[config.mk]
export PLATFORM = sky130hd
export DESIGN_NAME = uesc_top
export DESIGN_NICKNAME = d
export VERILOG_FILES = /design/src/hdl/uesc_pkg.sv /design/src/hdl/uesc_status_fifo.sv /design/src/hdl/uesc_top.sv
export SDC_FILE = /design/constraint.sdc
export NUM_CORES = 1
export LEC_CHECK = 0
export ABC_AREA = 0
export ABC_CLOCK_PERIOD_IN_PS = 4940
export BUFFER_PORTS_ARGS = -buffer_cell sky130_fd_sc_hd__buf_2
export CAP_MARGIN = 5
export CORE_UTILIZATION = 25
export DETAILED_ROUTE_END_ITERATION = 8
export PLACE_DENSITY = 0.39
export REMOVE_ABC_BUFFERS = 1
export SLEW_MARGIN = 30
export SYNTH_ARGS = -nofsm -noshare
export SYNTH_HDL_FRONTEND = slang
export SYNTH_HIERARCHICAL = 1
export SYNTH_SLANG_ARGS = --single-unit
[constraint.sdc]
create_clock -name CLOCK -period 4.94 [get_ports CLOCK]
set_clock_uncertainty 0.05 [all_clocks]
set_input_delay 0.741 -clock CLOCK [delete_from_list [all_inputs] [get_ports CLOCK]]
set_output_delay 0.741 -clock CLOCK [all_outputs]
set_load 0.01 [all_outputs]
[src/hdl/uesc_pkg.sv]
package uesc_pkg;

    // --------------------
    // register byte offsets
    // --------------------
    localparam logic [7:0] OFS_ERR_FLAGS = 8'h00;
    localparam logic [7:0] OFS_ERR_ENABLE = 8'h04;
    localparam logic [7:0] OFS_XFER_STATUS = 8'h08;
    localparam logic [7:0] OFS_LINK_CONTROL = 8'h0C;
    localparam logic [7:0] OFS_FUNC_ADDRESS = 8'h10;
    localparam logic [7:0] OFS_FRAME_LOW = 8'h14;
    localparam logic [7:0] OFS_IRQ_CONTROL = 8'h18;
    localparam logic [7:0] OFS_TOKEN_DONE = 8'h1C;

    // --------------------
    // error flag and mask positions
    // --------------------
    localparam int ERR_STUFF = 7;
    localparam int ERR_BUS_MATRIX = 6;
    localparam int ERR_MEMORY = 5;
    localparam int ERR_TURNAROUND = 4;
    localparam int ERR_DATA_FIELD = 3;
    localparam int ERR_DATA_CRC = 2;
    localparam int ERR_TOKEN_CRC_OR_EOF = 1;
    localparam int ERR_PID = 0;

    // --------------------
    // control, address, interrupt, token done and status bit positions
    // --------------------
    localparam int CON_LIVE_J = 7;
    localparam int CON_LIVE_SE0 = 6;
    localparam int CON_PKT_DISABLE = 5;
    localparam int CON_BUS_RESET = 4;
    localparam int CON_HOST_EN = 3;
    localparam int CON_RESUME = 2;
    localparam int CON_PP_RESET = 1;
    localparam int CON_ENABLE = 0;
    localparam int ADDR_LOW_SPEED = 7;
    localparam int IRQ_ERROR_EN = 1;
    localparam int TOKEN_DONE_BIT = 3;
    localparam int STAT_EP_LSB = 4;
    localparam int STAT_DIR = 3;
    localparam int STAT_ODD = 2;

    // --------------------
    // reset values
    // --------------------
    localparam logic [7:0] RST_BYTE = 8'h00;

    // --------------------
    // status queue shape
    // --------------------
    localparam int STATUS_DEPTH = 4;
    localparam int STATUS_WIDTH = 6;

    // --------------------
    // timing
    // --------------------
    localparam int CLK_PERIOD_PS = 20000;
    localparam int FS_BIT_PS = 83333;
    localparam int FS_BIT_CYCLES = (FS_BIT_PS / CLK_PERIOD_PS < 1) ? 1 : FS_BIT_PS / CLK_PERIOD_PS;
    localparam int TURNAROUND_BIT_TIMES = 16;
    localparam int FRAME_PERIOD_US = 1000;
    localparam int FRAME_CYCLES = FRAME_PERIOD_US * 1000000 / CLK_PERIOD_PS;

endpackage

[src/hdl/uesc_status_fifo.sv]
`timescale 1ns/100ps
module uesc_status_fifo #(
    parameter int WIDTH = uesc_pkg::STATUS_WIDTH,
    parameter int DEPTH = uesc_pkg::STATUS_DEPTH
) (
    // clock and reset
    input wire logic clock,
    input wire logic nrst,
    // fill side
    input wire logic push,
    input wire logic [WIDTH-1:0] push_data,
    // drain side
    input wire logic pop,
    output logic [WIDTH-1:0] head,
    output logic valid,
    output logic full
);
    import uesc_pkg::*;

    localparam int PW = (DEPTH > 1) ? $clog2(DEPTH) : 1;
    localparam int CW = $clog2(DEPTH + 1);

    typedef struct packed {
        logic [DEPTH-1:0][WIDTH-1:0] mem;
        logic [PW-1:0] rd_ptr;
        logic [CW-1:0] count;
    } uesc_fifo_state_t;

    uesc_fifo_state_t st;
    uesc_fifo_state_t next_st;
    logic do_push;
    logic do_pop;
    logic [PW-1:0] wr_idx;

    assign valid = (st.count != '0);
    assign full = (st.count == CW'(DEPTH));
    assign head = st.mem[st.rd_ptr];

    // --------------------
    // queue update
    // --------------------
    // depth is taken as a power of two so the pointers wrap by width
    always_comb
    begin
        next_st = st;
        do_pop = pop && valid;
        // a completion arriving while full is dropped, unless a pop frees a slot
        do_push = push && (!full || do_pop);
        wr_idx = PW'(st.rd_ptr + st.count);
        if (do_pop)
        begin
            next_st.rd_ptr = PW'(st.rd_ptr + 1'b1);
        end
        if (do_push)
        begin
            next_st.mem[wr_idx] = push_data;
        end
        next_st.count = CW'(st.count + CW'(do_push) - CW'(do_pop));
    end

    always_ff @(posedge clock or negedge nrst)
    begin
        if (!nrst)
        begin
            st <= '0;
        end
        else
        begin
            st <= next_st;
        end
    end

endmodule

[src/hdl/uesc_top.sv]
`timescale 1ns/100ps
// Overview of operation
// (RULE1) data CRC16 reject sets data CRC flag; software writes one to clear.
// (RULE2) device mode: token CRC5 reject sets the token CRC flag at bit 1.
// (RULE3) host mode: bit 1 flags end-of-frame error, busy at countdown zero.
// (RULE4) failed PID complement check sets the PID flag, never set otherwise.
// (RULE5) late bus grant or truncated receive sets the memory access flag.
// (RULE6) over sixteen idle bit times after EOP without reply flags time-out.
// (RULE7) error enable mask bits 7..0 gate matching flags to error interrupt.
// (RULE8) unmasked error reaches module interrupt only with error irq enable.
// (RULE9) status register shows head of a four-entry completed transfer queue.
// (RULE10) status valid only with token done set; clearing it pops queue.
// (RULE11) status bits 7..4 hold endpoint number of the transfer.
// (RULE12) status bit 3 transmit/receive, bit 2 odd/even descriptor bank.
// (RULE13) control bits 7 and 6 show live J state and SE0, read-only.
// (RULE14) device mode: bit 5 disables packets, set on setup token.
// (RULE15) host mode: bit 5 shows token busy; software waits before next.
// (RULE16) host mode: bus reset driven while bit 4 is one.
// (RULE17) bit 3 enables host; each change resets all host logic.
// (RULE18) software holds resume 10 ms as function, 25 ms as host.
// (RULE19) resume bit drives resume; host appends low-speed EOP on clear.
// (RULE20) writing one to ping-pong reset returns pointers to even bank.
// (RULE21) bit 0: device module enable, host frame-start every 1 ms.
// (RULE22) address bits 6..0 device address, bit 7 low-speed next token.
// (RULE23) frame number low bits load on each received frame-start token.
// (RULE24) shared bits take meaning from the current host enable setting.
module uesc_top #(
    parameter int FRAME_TICKS = uesc_pkg::FRAME_CYCLES
) (
    // clock and reset
    input wire logic CLOCK,
    input wire logic NRST,
    // apb slave
    input wire logic PSEL,
    input wire logic PENABLE,
    input wire logic PWRITE,
    input wire logic [7:0] PADDR,
    input wire logic [31:0] PWDATA,
    input wire logic [3:0] PSTRB,
    output logic [31:0] PRDATA,
    output logic PREADY,
    output logic PSLVERR,
    // bus line levels from pins
    input wire logic LINE_J,
    input wire logic LINE_SE0,
    // error events from the packet engine
    input wire logic STUFF_ERR,
    input wire logic BUS_MATRIX_ERR,
    input wire logic GRANT_LATE,
    input wire logic RX_TRUNCATED,
    input wire logic DATA_FIELD_ERR,
    input wire logic DATA_CRC_ERR,
    input wire logic TOKEN_CRC_ERR,
    input wire logic PID_ERR,
    // engine activity
    input wire logic LINK_ACTIVE,
    input wire logic SOF_COUNT_ZERO,
    input wire logic EOP_DONE,
    input wire logic RESPONSE_START,
    input wire logic TOKEN_BUSY,
    input wire logic SETUP_RCVD,
    input wire logic SOF_RCVD,
    input wire logic [10:0] FRAME_NUMBER,
    // completed transfers
    input wire logic XFER_DONE,
    input wire logic [3:0] XFER_EP,
    input wire logic XFER_TX,
    input wire logic XFER_ODD,
    // control outputs
    output logic MODULE_ENABLE,
    output logic FRAME_START_ENABLE,
    output logic SOF_SEND,
    output logic PACKET_DISABLE,
    output logic BUS_RESET_DRIVE,
    output logic RESUME_DRIVE,
    output logic LS_EOP_APPEND,
    output logic HOST_LOGIC_RESET,
    output logic PINGPONG_RESET,
    output logic [6:0] FUNC_ADDRESS,
    output logic LOW_SPEED_NEXT,
    output logic MODULE_IRQ
);
    import uesc_pkg::*;

    typedef struct packed {
        logic [7:0] err_flags;
        logic [7:0] err_enable;
        logic [7:0] func_addr;
        logic [7:0] frame_low;
        logic pkt_disable;
        logic bus_reset;
        logic host_en;
        logic resume;
        logic pp_reset;
        logic mod_en;
        logic err_irq_en;
        logic [2:0] sync_j;
        logic [2:0] sync_se0;
        logic live_j;
        logic live_se0;
        logic [31:0] rdata;
        logic slverr;
        logic wait_resp;
        logic [4:0] idle_bits;
        logic [2:0] bit_div;
        logic [15:0] frame_timer;
        logic sof_pulse;
        logic ls_eop;
        logic host_rst;
        logic pp_pulse;
    } uesc_state_t;

    uesc_state_t st;
    uesc_state_t next_st;

    logic setup_phase;
    logic wr_access;
    logic mapped;
    logic [7:0] wbyte;
    logic [7:0] err_set;
    logic [7:0] err_clr;
    logic [7:0] con_read;
    logic [31:0] rd_value;
    logic bit_tick;
    logic timeout_evt;
    logic pop_req;
    logic [STATUS_WIDTH-1:0] fifo_head;
    logic fifo_valid;

    // --------------------
    // bus decode
    // --------------------
    assign setup_phase = PSEL && !PENABLE;
    // all fields sit in the low byte, so only lane 0 carries a write
    assign wr_access = PSEL && PENABLE && PWRITE && PSTRB[0] && !st.slverr;
    assign wbyte = PWDATA[7:0];
    assign mapped = (PADDR == OFS_ERR_FLAGS) || (PADDR == OFS_ERR_ENABLE) ||
                    (PADDR == OFS_XFER_STATUS) || (PADDR == OFS_LINK_CONTROL) ||
                    (PADDR == OFS_FUNC_ADDRESS) || (PADDR == OFS_FRAME_LOW) ||
                    (PADDR == OFS_IRQ_CONTROL) || (PADDR == OFS_TOKEN_DONE);
    // (RULE10) pop on clear
    assign pop_req = wr_access && (PADDR == OFS_TOKEN_DONE) && wbyte[TOKEN_DONE_BIT];

    // --------------------
    // transfer status queue
    // --------------------
    // (RULE9) four-entry queue
    uesc_status_fifo #(
        .WIDTH(STATUS_WIDTH),
        .DEPTH(STATUS_DEPTH)
    ) u_status_fifo (
        .clock(CLOCK),
        .nrst(NRST),
        .push(XFER_DONE),
        .push_data({XFER_EP, XFER_TX, XFER_ODD}),
        .pop(pop_req),
        .head(fifo_head),
        .valid(fifo_valid),
        .full()
    );

    // --------------------
    // read view
    // --------------------
    always_comb
    begin
        con_read = RST_BYTE;
        // (RULE13) live line flags
        con_read[CON_LIVE_J] = st.live_j;
        con_read[CON_LIVE_SE0] = st.live_se0;
        // (RULE24) bit 5 by role
        con_read[CON_PKT_DISABLE] = st.host_en ? TOKEN_BUSY : st.pkt_disable;
        con_read[CON_BUS_RESET] = st.bus_reset;
        con_read[CON_HOST_EN] = st.host_en;
        con_read[CON_RESUME] = st.resume;
        con_read[CON_PP_RESET] = st.pp_reset;
        con_read[CON_ENABLE] = st.mod_en;
        rd_value = '0;
        case (PADDR)
            OFS_ERR_FLAGS: rd_value[7:0] = st.err_flags;
            OFS_ERR_ENABLE: rd_value[7:0] = st.err_enable;
            // (RULE11) (RULE12) head entry, zero while empty
            OFS_XFER_STATUS: rd_value[7:0] = fifo_valid ? {fifo_head, 2'b00} : RST_BYTE;
            OFS_LINK_CONTROL: rd_value[7:0] = con_read;
            OFS_FUNC_ADDRESS: rd_value[7:0] = st.func_addr;
            OFS_FRAME_LOW: rd_value[7:0] = st.frame_low;
            OFS_IRQ_CONTROL: rd_value[IRQ_ERROR_EN] = st.err_irq_en;
            OFS_TOKEN_DONE: rd_value[TOKEN_DONE_BIT] = fifo_valid;
            default: rd_value = '0;
        endcase
    end

    // --------------------
    // error events
    // --------------------
    assign bit_tick = (st.bit_div == 3'(FS_BIT_CYCLES - 1));
    // (RULE6) more than sixteen bit times
    assign timeout_evt = st.wait_resp && bit_tick && !RESPONSE_START &&
                         (st.idle_bits == 5'(TURNAROUND_BIT_TIMES));

    always_comb
    begin
        err_set = '0;
        err_set[ERR_STUFF] = STUFF_ERR;
        err_set[ERR_BUS_MATRIX] = BUS_MATRIX_ERR;
        // (RULE5) grant late or truncation
        err_set[ERR_MEMORY] = GRANT_LATE || RX_TRUNCATED;
        err_set[ERR_TURNAROUND] = timeout_evt;
        err_set[ERR_DATA_FIELD] = DATA_FIELD_ERR;
        // (RULE1) data CRC reject
        err_set[ERR_DATA_CRC] = DATA_CRC_ERR;
        // (RULE2) (RULE3) shared bit by role
        err_set[ERR_TOKEN_CRC_OR_EOF] = st.host_en ? (LINK_ACTIVE && SOF_COUNT_ZERO) : TOKEN_CRC_ERR;
        // (RULE4) PID check failure
        err_set[ERR_PID] = PID_ERR;
        err_clr = (wr_access && (PADDR == OFS_ERR_FLAGS)) ? wbyte : RST_BYTE;
    end

    // --------------------
    // next state
    // --------------------
    always_comb
    begin
        next_st = st;
        next_st.sof_pulse = 1'b0;
        next_st.ls_eop = 1'b0;
        next_st.host_rst = 1'b0;
        next_st.pp_pulse = 1'b0;

        // read data and error answer are caught in the setup cycle
        if (setup_phase)
        begin
            next_st.rdata = rd_value;
            next_st.slverr = !mapped;
        end

        // line level synchronisers, change taken once stages two and three agree
        next_st.sync_j = {st.sync_j[1:0], LINE_J};
        next_st.sync_se0 = {st.sync_se0[1:0], LINE_SE0};
        if (st.sync_j[1] == st.sync_j[2])
        begin
            next_st.live_j = st.sync_j[2];
        end
        if (st.sync_se0[1] == st.sync_se0[2])
        begin
            next_st.live_se0 = st.sync_se0[2];
        end

        // sticky flags, an event in the clear cycle wins
        for (int i = 0; i < 8; i++)
        begin
            next_st.err_flags[i] = err_set[i] || (st.err_flags[i] && !err_clr[i]);
        end

        // full-speed bit time divider and turnaround watch
        next_st.bit_div = bit_tick ? 3'h0 : 3'(st.bit_div + 1'b1);
        if (EOP_DONE)
        begin
            next_st.wait_resp = 1'b1;
            next_st.idle_bits = 5'h00;
        end
        else if (RESPONSE_START || timeout_evt)
        begin
            next_st.wait_resp = 1'b0;
        end
        else if (st.wait_resp && bit_tick)
        begin
            next_st.idle_bits = 5'(st.idle_bits + 1'b1);
        end

        if (wr_access)
        begin
            case (PADDR)
                // (RULE7) per-flag mask
                OFS_ERR_ENABLE: next_st.err_enable = wbyte;
                OFS_LINK_CONTROL:
                begin
                    next_st.pkt_disable = wbyte[CON_PKT_DISABLE];
                    // (RULE16) bus reset bit
                    next_st.bus_reset = wbyte[CON_BUS_RESET];
                    next_st.host_en = wbyte[CON_HOST_EN];
                    // (RULE19) resume bit
                    next_st.resume = wbyte[CON_RESUME];
                    next_st.pp_reset = wbyte[CON_PP_RESET];
                    // (RULE20) pointer reset pulse
                    next_st.pp_pulse = wbyte[CON_PP_RESET];
                    next_st.mod_en = wbyte[CON_ENABLE];
                    // (RULE19) low-speed EOP on resume clear
                    next_st.ls_eop = st.host_en && st.resume && !wbyte[CON_RESUME];
                    // (RULE17) host logic reset on change
                    next_st.host_rst = (wbyte[CON_HOST_EN] != st.host_en);
                end
                // (RULE22) address and speed
                OFS_FUNC_ADDRESS: next_st.func_addr = wbyte;
                OFS_FRAME_LOW: next_st.frame_low = wbyte;
                // (RULE8) error interrupt enable
                OFS_IRQ_CONTROL: next_st.err_irq_en = wbyte[IRQ_ERROR_EN];
                default: next_st.func_addr = st.func_addr;
            endcase
        end

        // (RULE14) setup token sets disable
        if (SETUP_RCVD && !st.host_en)
        begin
            next_st.pkt_disable = 1'b1;
        end

        // (RULE23) frame number capture
        if (SOF_RCVD)
        begin
            next_st.frame_low = FRAME_NUMBER[7:0];
        end

        // (RULE21) frame-start every 1 ms in host mode
        next_st.frame_timer = 16'h0000;
        if (st.host_en && st.mod_en && !st.host_rst)
        begin
            if (st.frame_timer == 16'(FRAME_TICKS - 1))
                next_st.sof_pulse = 1'b1;
            else
                next_st.frame_timer = 16'(st.frame_timer + 1'b1);
        end

        // (RULE17) host side state cleared on role change
        if (next_st.host_rst)
        begin
            next_st.frame_timer = 16'h0000;
            next_st.ls_eop = 1'b0;
            next_st.wait_resp = 1'b0;
        end
    end

    always_ff @(posedge CLOCK or negedge NRST)
    begin
        if (!NRST)
        begin
            st <= '0;
        end
        else
        begin
            st <= next_st;
        end
    end

    // --------------------
    // outputs
    // --------------------
    assign PREADY = 1'b1;
    assign PRDATA = st.rdata;
    assign PSLVERR = PSEL && PENABLE && st.slverr;
    // (RULE24) role split of bit 0 and bit 5
    assign MODULE_ENABLE = st.mod_en && !st.host_en;
    assign FRAME_START_ENABLE = st.mod_en && st.host_en;
    assign PACKET_DISABLE = st.pkt_disable && !st.host_en;
    assign SOF_SEND = st.sof_pulse;
    // (RULE16) reset signalling in host mode only
    assign BUS_RESET_DRIVE = st.bus_reset && st.host_en;
    // (RULE19) resume signalling follows the bit
    assign RESUME_DRIVE = st.resume;
    assign LS_EOP_APPEND = st.ls_eop;
    assign HOST_LOGIC_RESET = st.host_rst;
    assign PINGPONG_RESET = st.pp_pulse;
    assign FUNC_ADDRESS = st.func_addr[6:0];
    assign LOW_SPEED_NEXT = st.func_addr[ADDR_LOW_SPEED];
    // (RULE7) (RULE8) masked flags gated by the error interrupt enable
    assign MODULE_IRQ = (|(st.err_flags & st.err_enable)) && st.err_irq_en;

endmodule

; ---- Yosys cells after proc, flatten, opt, wreduce, memory -nomap -nowiden
; Index checks and enable logic that the tools add are counted.
[word_totals]
ff_bits = 114
input_bits = 84
elab_cells = 173
[op_classes]
n_addsub = 7
n_lt_le_gt_ge = 3
eq_ne = 15
mux = 33
bitwise_logic = 1
n_reduce_logical = 83
[ops]
columns = operator, count
row1 = 1-bit logical AND, 33
row2 = "8-bit by 5-bit == test with 1-bit output, second input constant", 4
row3 = 16-bit two-way mux, 2
row4 = 8-bit two-way mux, 4
row5 = 24-bit bitwise mux, 1
row6 = 6-bit two-way mux, 4
row7 = 4-bit one-hot mux with 6 select lines, 1
row8 = 1-bit logical OR, 18
row9 = 17-bit two-way mux, 1
row10 = "16-bit by 1-bit adder with 16-bit output, second input constant", 1
row11 = "16-bit == test, second input constant", 1
row12 = "8-bit by 4-bit == test with 1-bit output, second input constant", 2
row13 = 1-bit logical NOT, 16
row14 = 15-bit two-way mux, 1
row15 = 1-bit one-hot mux with 7 select lines, 2
row16 = 2-bit AND reduction, 7
row17 = 6-bit binary-select mux with 2-bit select, 1
row18 = 6-bit demux with 2-bit select, 1
row19 = 1-bit one-hot mux with 6 select lines, 2
row20 = 5-bit two-way mux, 2
row21 = 2-bit nonzero test, 5
row22 = 3-bit two-way mux, 3
row23 = 8-bit AND, 1
row24 = "8-bit by 3-bit == test with 1-bit output, second input constant", 1
row25 = other kinds (18), 28

; ---- Depth between registers and ports, before layout
[logic_depth]
depth_word = 11
ltp_mapped = 11
depth_no_buf = 10

; ---- Cells and area by module
; Netlist, hierarchy kept.
[modules_own_cells]
columns = module, instances, cells_each, area_each_um2
row1 = uesc_top, 1, 429, 4474.3
row2 = uesc_status_fifo, 1, 86, 1456.4

; ---- Least setup slack after synthesis
; No wires, ideal clock.
[synth_path]
path_kind = input to register
start = input port PADDR[0]
end = register u_status_fifo/st[2] (netlist name)
setup_time_ps = 123
arrival_time_ps = 3057
required_time_ps = 4767
path_slack_ps = 1710
stages = 10
cell_sequence = clkbuf_1 -> and4bb_2 -> and3_1 -> nor4b_4 -> nand2b_1 -> mux2i_1 -> ha_1 -> fa_1 -> xnor2_1 -> xnor2_1
[synth_lines]
columns = element, line_no
row1 = from (decl), uesc_top.sv:37  ; input wire logic [7:0] PADDR,
row2 = to (signal assigned), uesc_status_fifo.sv:69  ; st <= next_st;
row3 = to (decl), uesc_status_fifo.sv:29  ; uesc_fifo_state_t st;

==> results.txt <==
The peak supply drop is 0.2163 mV. For this run, the detailed router's first-pass iteration total came to 4. The number of DRC violations after detailed-routing iteration 0 came out at 233. The final net count came out at 671. The tree built by TritonCTS fans out to 114 sinks. At the worst endpoint, the required time is just over 5 ns. The startpoint of the worst hold path is next_st[65].

The cell area power density came out at between 300 and 400 mW/mm^2. The post-synthesis instance total is 514. The initial antenna violation count is 0.

The buffer type at the clock tree root is sky130_fd_sc_hd__clkbuf_16. The average via count per standard cell came out at 4.541. The capture endpoint of the worst hold path is next_st[66]. After layout, the minimum clock period comes to 3.222 ns.

The die covers 0.02431 sq mm. The type of element launching the critical path is an input port. The count of pins over their slew limit is 0.

The post-cts gate resize count came out at 0. The largest single stage delay on the critical path is between 0.5 and 0.6 ns. The ratio of cells with drive above 1 in the final layout is 29.44%. The count of maximum capacitance violations came out at 0.

Per report_power, the clock group accounts for 42.1% of the total. The number of setup buffers added after CTS is 0. The wire-length estimate of the detail-placed layout is 11.26 mm. The number of core rows came out at 55. The total global routing track utilization came out at 13.72%. The clock reaches the later pin of the worst-skew pair after 0.41 ns. The headroom to the max-slew limit is 36.88%. The post-CTS clock slew at the launch and capture registers of the worst setup and hold paths is 0.05 ns.

The depth of the worst register-to-register path is 10. TritonCTS built the clock tree. The count of final setup violators came out at 0.

The area growth from synthesis to layout came out at 17.87%. The final setup TNS is 0 ns. Net switching is 26.19% of the power. The yosys synthesis warning count came out at 6. The signal on the critical path passes through buf_2, nor4b_1, and3_1, and3_1, nand2_1, mux2i_1, ha_1, fa_1, xnor2_1, xnor2_1. The initial standard-cell utilization of the core is 25.85%. For this design, the CTS-stage hold fixing added 0 buffers. The tightest min-delay check is of the reg2reg type. The total CTS buffers is 17. The startpoint-to-endpoint class of the critical path is in2reg. The worst register-to-register path has a setup slack of 1.86 ns. The via count of the first global-routing pass was 4252.

The slowest stage of the critical path belongs to the cell sky130_fd_sc_hd__nor4b_1. The core footprint is 0.02292 sq mm. The cell area after synthesis is 0.005923 sq mm. The leakage power figure came out at roughly 3.1 nW. Across all layers, the routed design uses a little over 4000 vias. From left edge to right edge, the die measures ~160 um. The placement-stage cell area is 0.006419 sq mm.

The number of levels the H-tree was split into came out at 4. Setup repair after global routing left no endpoint under its margin. Averaged over all synthesized cells, the footprint is 11.52 sq um. The number of instances on the worst hold path is 0.

The first-pass GRT wire length is roughly 25 mm. 136 I/O pins were placed. The final hold violation count is 0. The final non-filler cell area is 0.006982 sq mm.

Tracing the worst setup path back leads to its startpoint at PADDR[4]. The number of nets still failing antenna checks after routing came out at 0. The total overflow reported by the global router is 0. The final critical path takes up 65.22% of the cycle. The placer's final routability congestion estimate came out at 0.7996. The largest driver fanout on the critical path is 19.

The combinational group share of total power is 16.8%. The maximum number of pins on one net before global-route repair came out at between 70 and 80. In this run, flip-flops and latches consume 41.1% of the power. The maximum clock insertion buffer count came out at 2. The port buffer count came out at 80. The kind of end point of the critical path is a register.

Summed over all nets, the switching power comes to approximately 0.00073 W. The top achievable clock speed is slightly above 300 MHz. Broken down by cell family, the worst path's largest delay share belongs to simple AND/OR/NAND/NOR gates.

In this run the critical register-to-register path is captured at u_status_fifo/st[2]. STA puts the critical path data arrival time at 3.47 ns. The chip height came out at 155.9 um. The average wire length per cell after detail routing came out at 17.44 um.

In this run the critical register-to-register path is launched from st[29]. The flow ran to the end, and the final reports show no timing, DRC or antenna violations. The transition time at the pin with the least slew margin is 0.9341 ns. The number of buffers and inverters on the critical path is 1. The count of inserted antenna diode cells is 0.

The residual DRC count came out at 0. The wire length reported by the detailed router came out at 15.76 mm. The internal power of the cells totals 0.002046 W.
==> worst max path at each step <==
| stage | slack [ns] | endpoint | cells past startpoint |
|---|---|---|---|
| after floorplan | 1.84 | u_status_fifo/st[2] | 10 |
| after global placement | 1.29 | u_status_fifo/st[2] | 9 |
| after detailed placement | 1.30 | u_status_fifo/st[2] | 10 |
| after CTS | 1.74 | u_status_fifo/st[2] | 10 |
| after global routing | 1.52 | u_status_fifo/st[2] | 10 |
| final | 1.72 | u_status_fifo/st[2] | 10 |
==> routing by layer <==
metal / GRT usage (%) / share of wire, % / vias up
li1: - / - / 1919
met1: 17.64 / 45 / 2057
met2: 22.36 / 48 / 115
met3: 3.556 / 5.1 / 14
met4: 4.482 / 1.3 / 0
met5: 0 / 0 / -
==> power by group through the flow <==
stage                     Combinational, W  Sequential (W)  Clock (W)
after global placement            0.000460         0.00115          0
after detailed placement          0.000471         0.00115          0
after global routing              0.000517         0.00116    0.00126
final                             0.000465         0.00114    0.00117
after floorplan                   0.000329         0.00113          0
after CTS                         0.000472         0.00114    0.00121
==> registers in the layout, summed over array words and instances (netlist names), 4 cells and up <==
register / flops
FUNC_ADDRESS: 7
PRDATA: 8
con_read: 6
next_st: 4
st: 54
u_status_fifo/st: 29
==> placed cells by master, fill, tap and decap left out, types with 3 or more instances in the layout <==
cell type and instances:
sky130_fd_sc_hd__dfrtp_1 114, sky130_fd_sc_hd__buf_2 79, sky130_fd_sc_hd__mux2_2 45, sky130_fd_sc_hd__nand2_1 40, sky130_fd_sc_hd__nor2_1 31, sky130_fd_sc_hd__conb_1 25
sky130_fd_sc_hd__mux2i_1 21, sky130_fd_sc_hd__o21ai_0 20, sky130_fd_sc_hd__clkbuf_16 17, sky130_fd_sc_hd__xnor2_1 16, sky130_fd_sc_hd__inv_1 13, sky130_fd_sc_hd__a31oi_1 10
sky130_fd_sc_hd__and3_1 8, sky130_fd_sc_hd__nand4_1 8, sky130_fd_sc_hd__nor3_1 8, sky130_fd_sc_hd__nand3_1 8, sky130_fd_sc_hd__a21oi_1 7, sky130_fd_sc_hd__a21o_1 7
sky130_fd_sc_hd__nand3b_1 7, sky130_fd_sc_hd__ha_1 6, sky130_fd_sc_hd__mux4_1 6, sky130_fd_sc_hd__nor4_1 5, sky130_fd_sc_hd__nor4bb_1 5, sky130_fd_sc_hd__xor2_1 5
sky130_fd_sc_hd__clkinv_2 5, sky130_fd_sc_hd__nor2b_1 4, sky130_fd_sc_hd__a22oi_1 4, sky130_fd_sc_hd__clkinvlp_4 4, sky130_fd_sc_hd__nor3_4 4, sky130_fd_sc_hd__or3_1 3
sky130_fd_sc_hd__and2_1 3, sky130_fd_sc_hd__o31ai_1 3, sky130_fd_sc_hd__nand2b_1 3
==> per-stage QoR <==
stage	std cells	power (W)	util (%)	setup WS, ns	hold WS [ns]
after floorplan	480	0.001460	-	1.836	0.2812
after global placement	874	0.001605	27.99	1.291	0.2866
after detailed placement	874	0.001626	28.01	1.298	0.2862
after CTS	904	0.002828	30.45	1.737	0.2999
after global routing	904	0.002933	30.47	1.524	0.3092
final	904	0.002772	30.47	1.718	0.2970
==> worst register-to-register path, delay by kind of cell (launching register included) <==
family | cells | cell delay (ns)
simple gates | 5 | 1.55
mux | 1 | 0.07
xor+xnor | 2 | 0.26
fa+ha+maj | 2 | 0.58
flops | 1 | 0.46
==> final cells by class <==
| type | count | area (sq um) |
|---|---|---|
| fill | 2409 | 15930 |
| sequential | 114 | 2853 |
| multi-input combinational | 353 | 2716 |
| clock buffer | 19 | 442.9 |
| timing repair buffer | 81 | 414.1 |
| tap | 313 | 391.6 |
| clock inverter | 11 | 115.1 |
| inverter | 13 | 48.80 |
No activity file was read; power rests on OpenSTA's default activity.
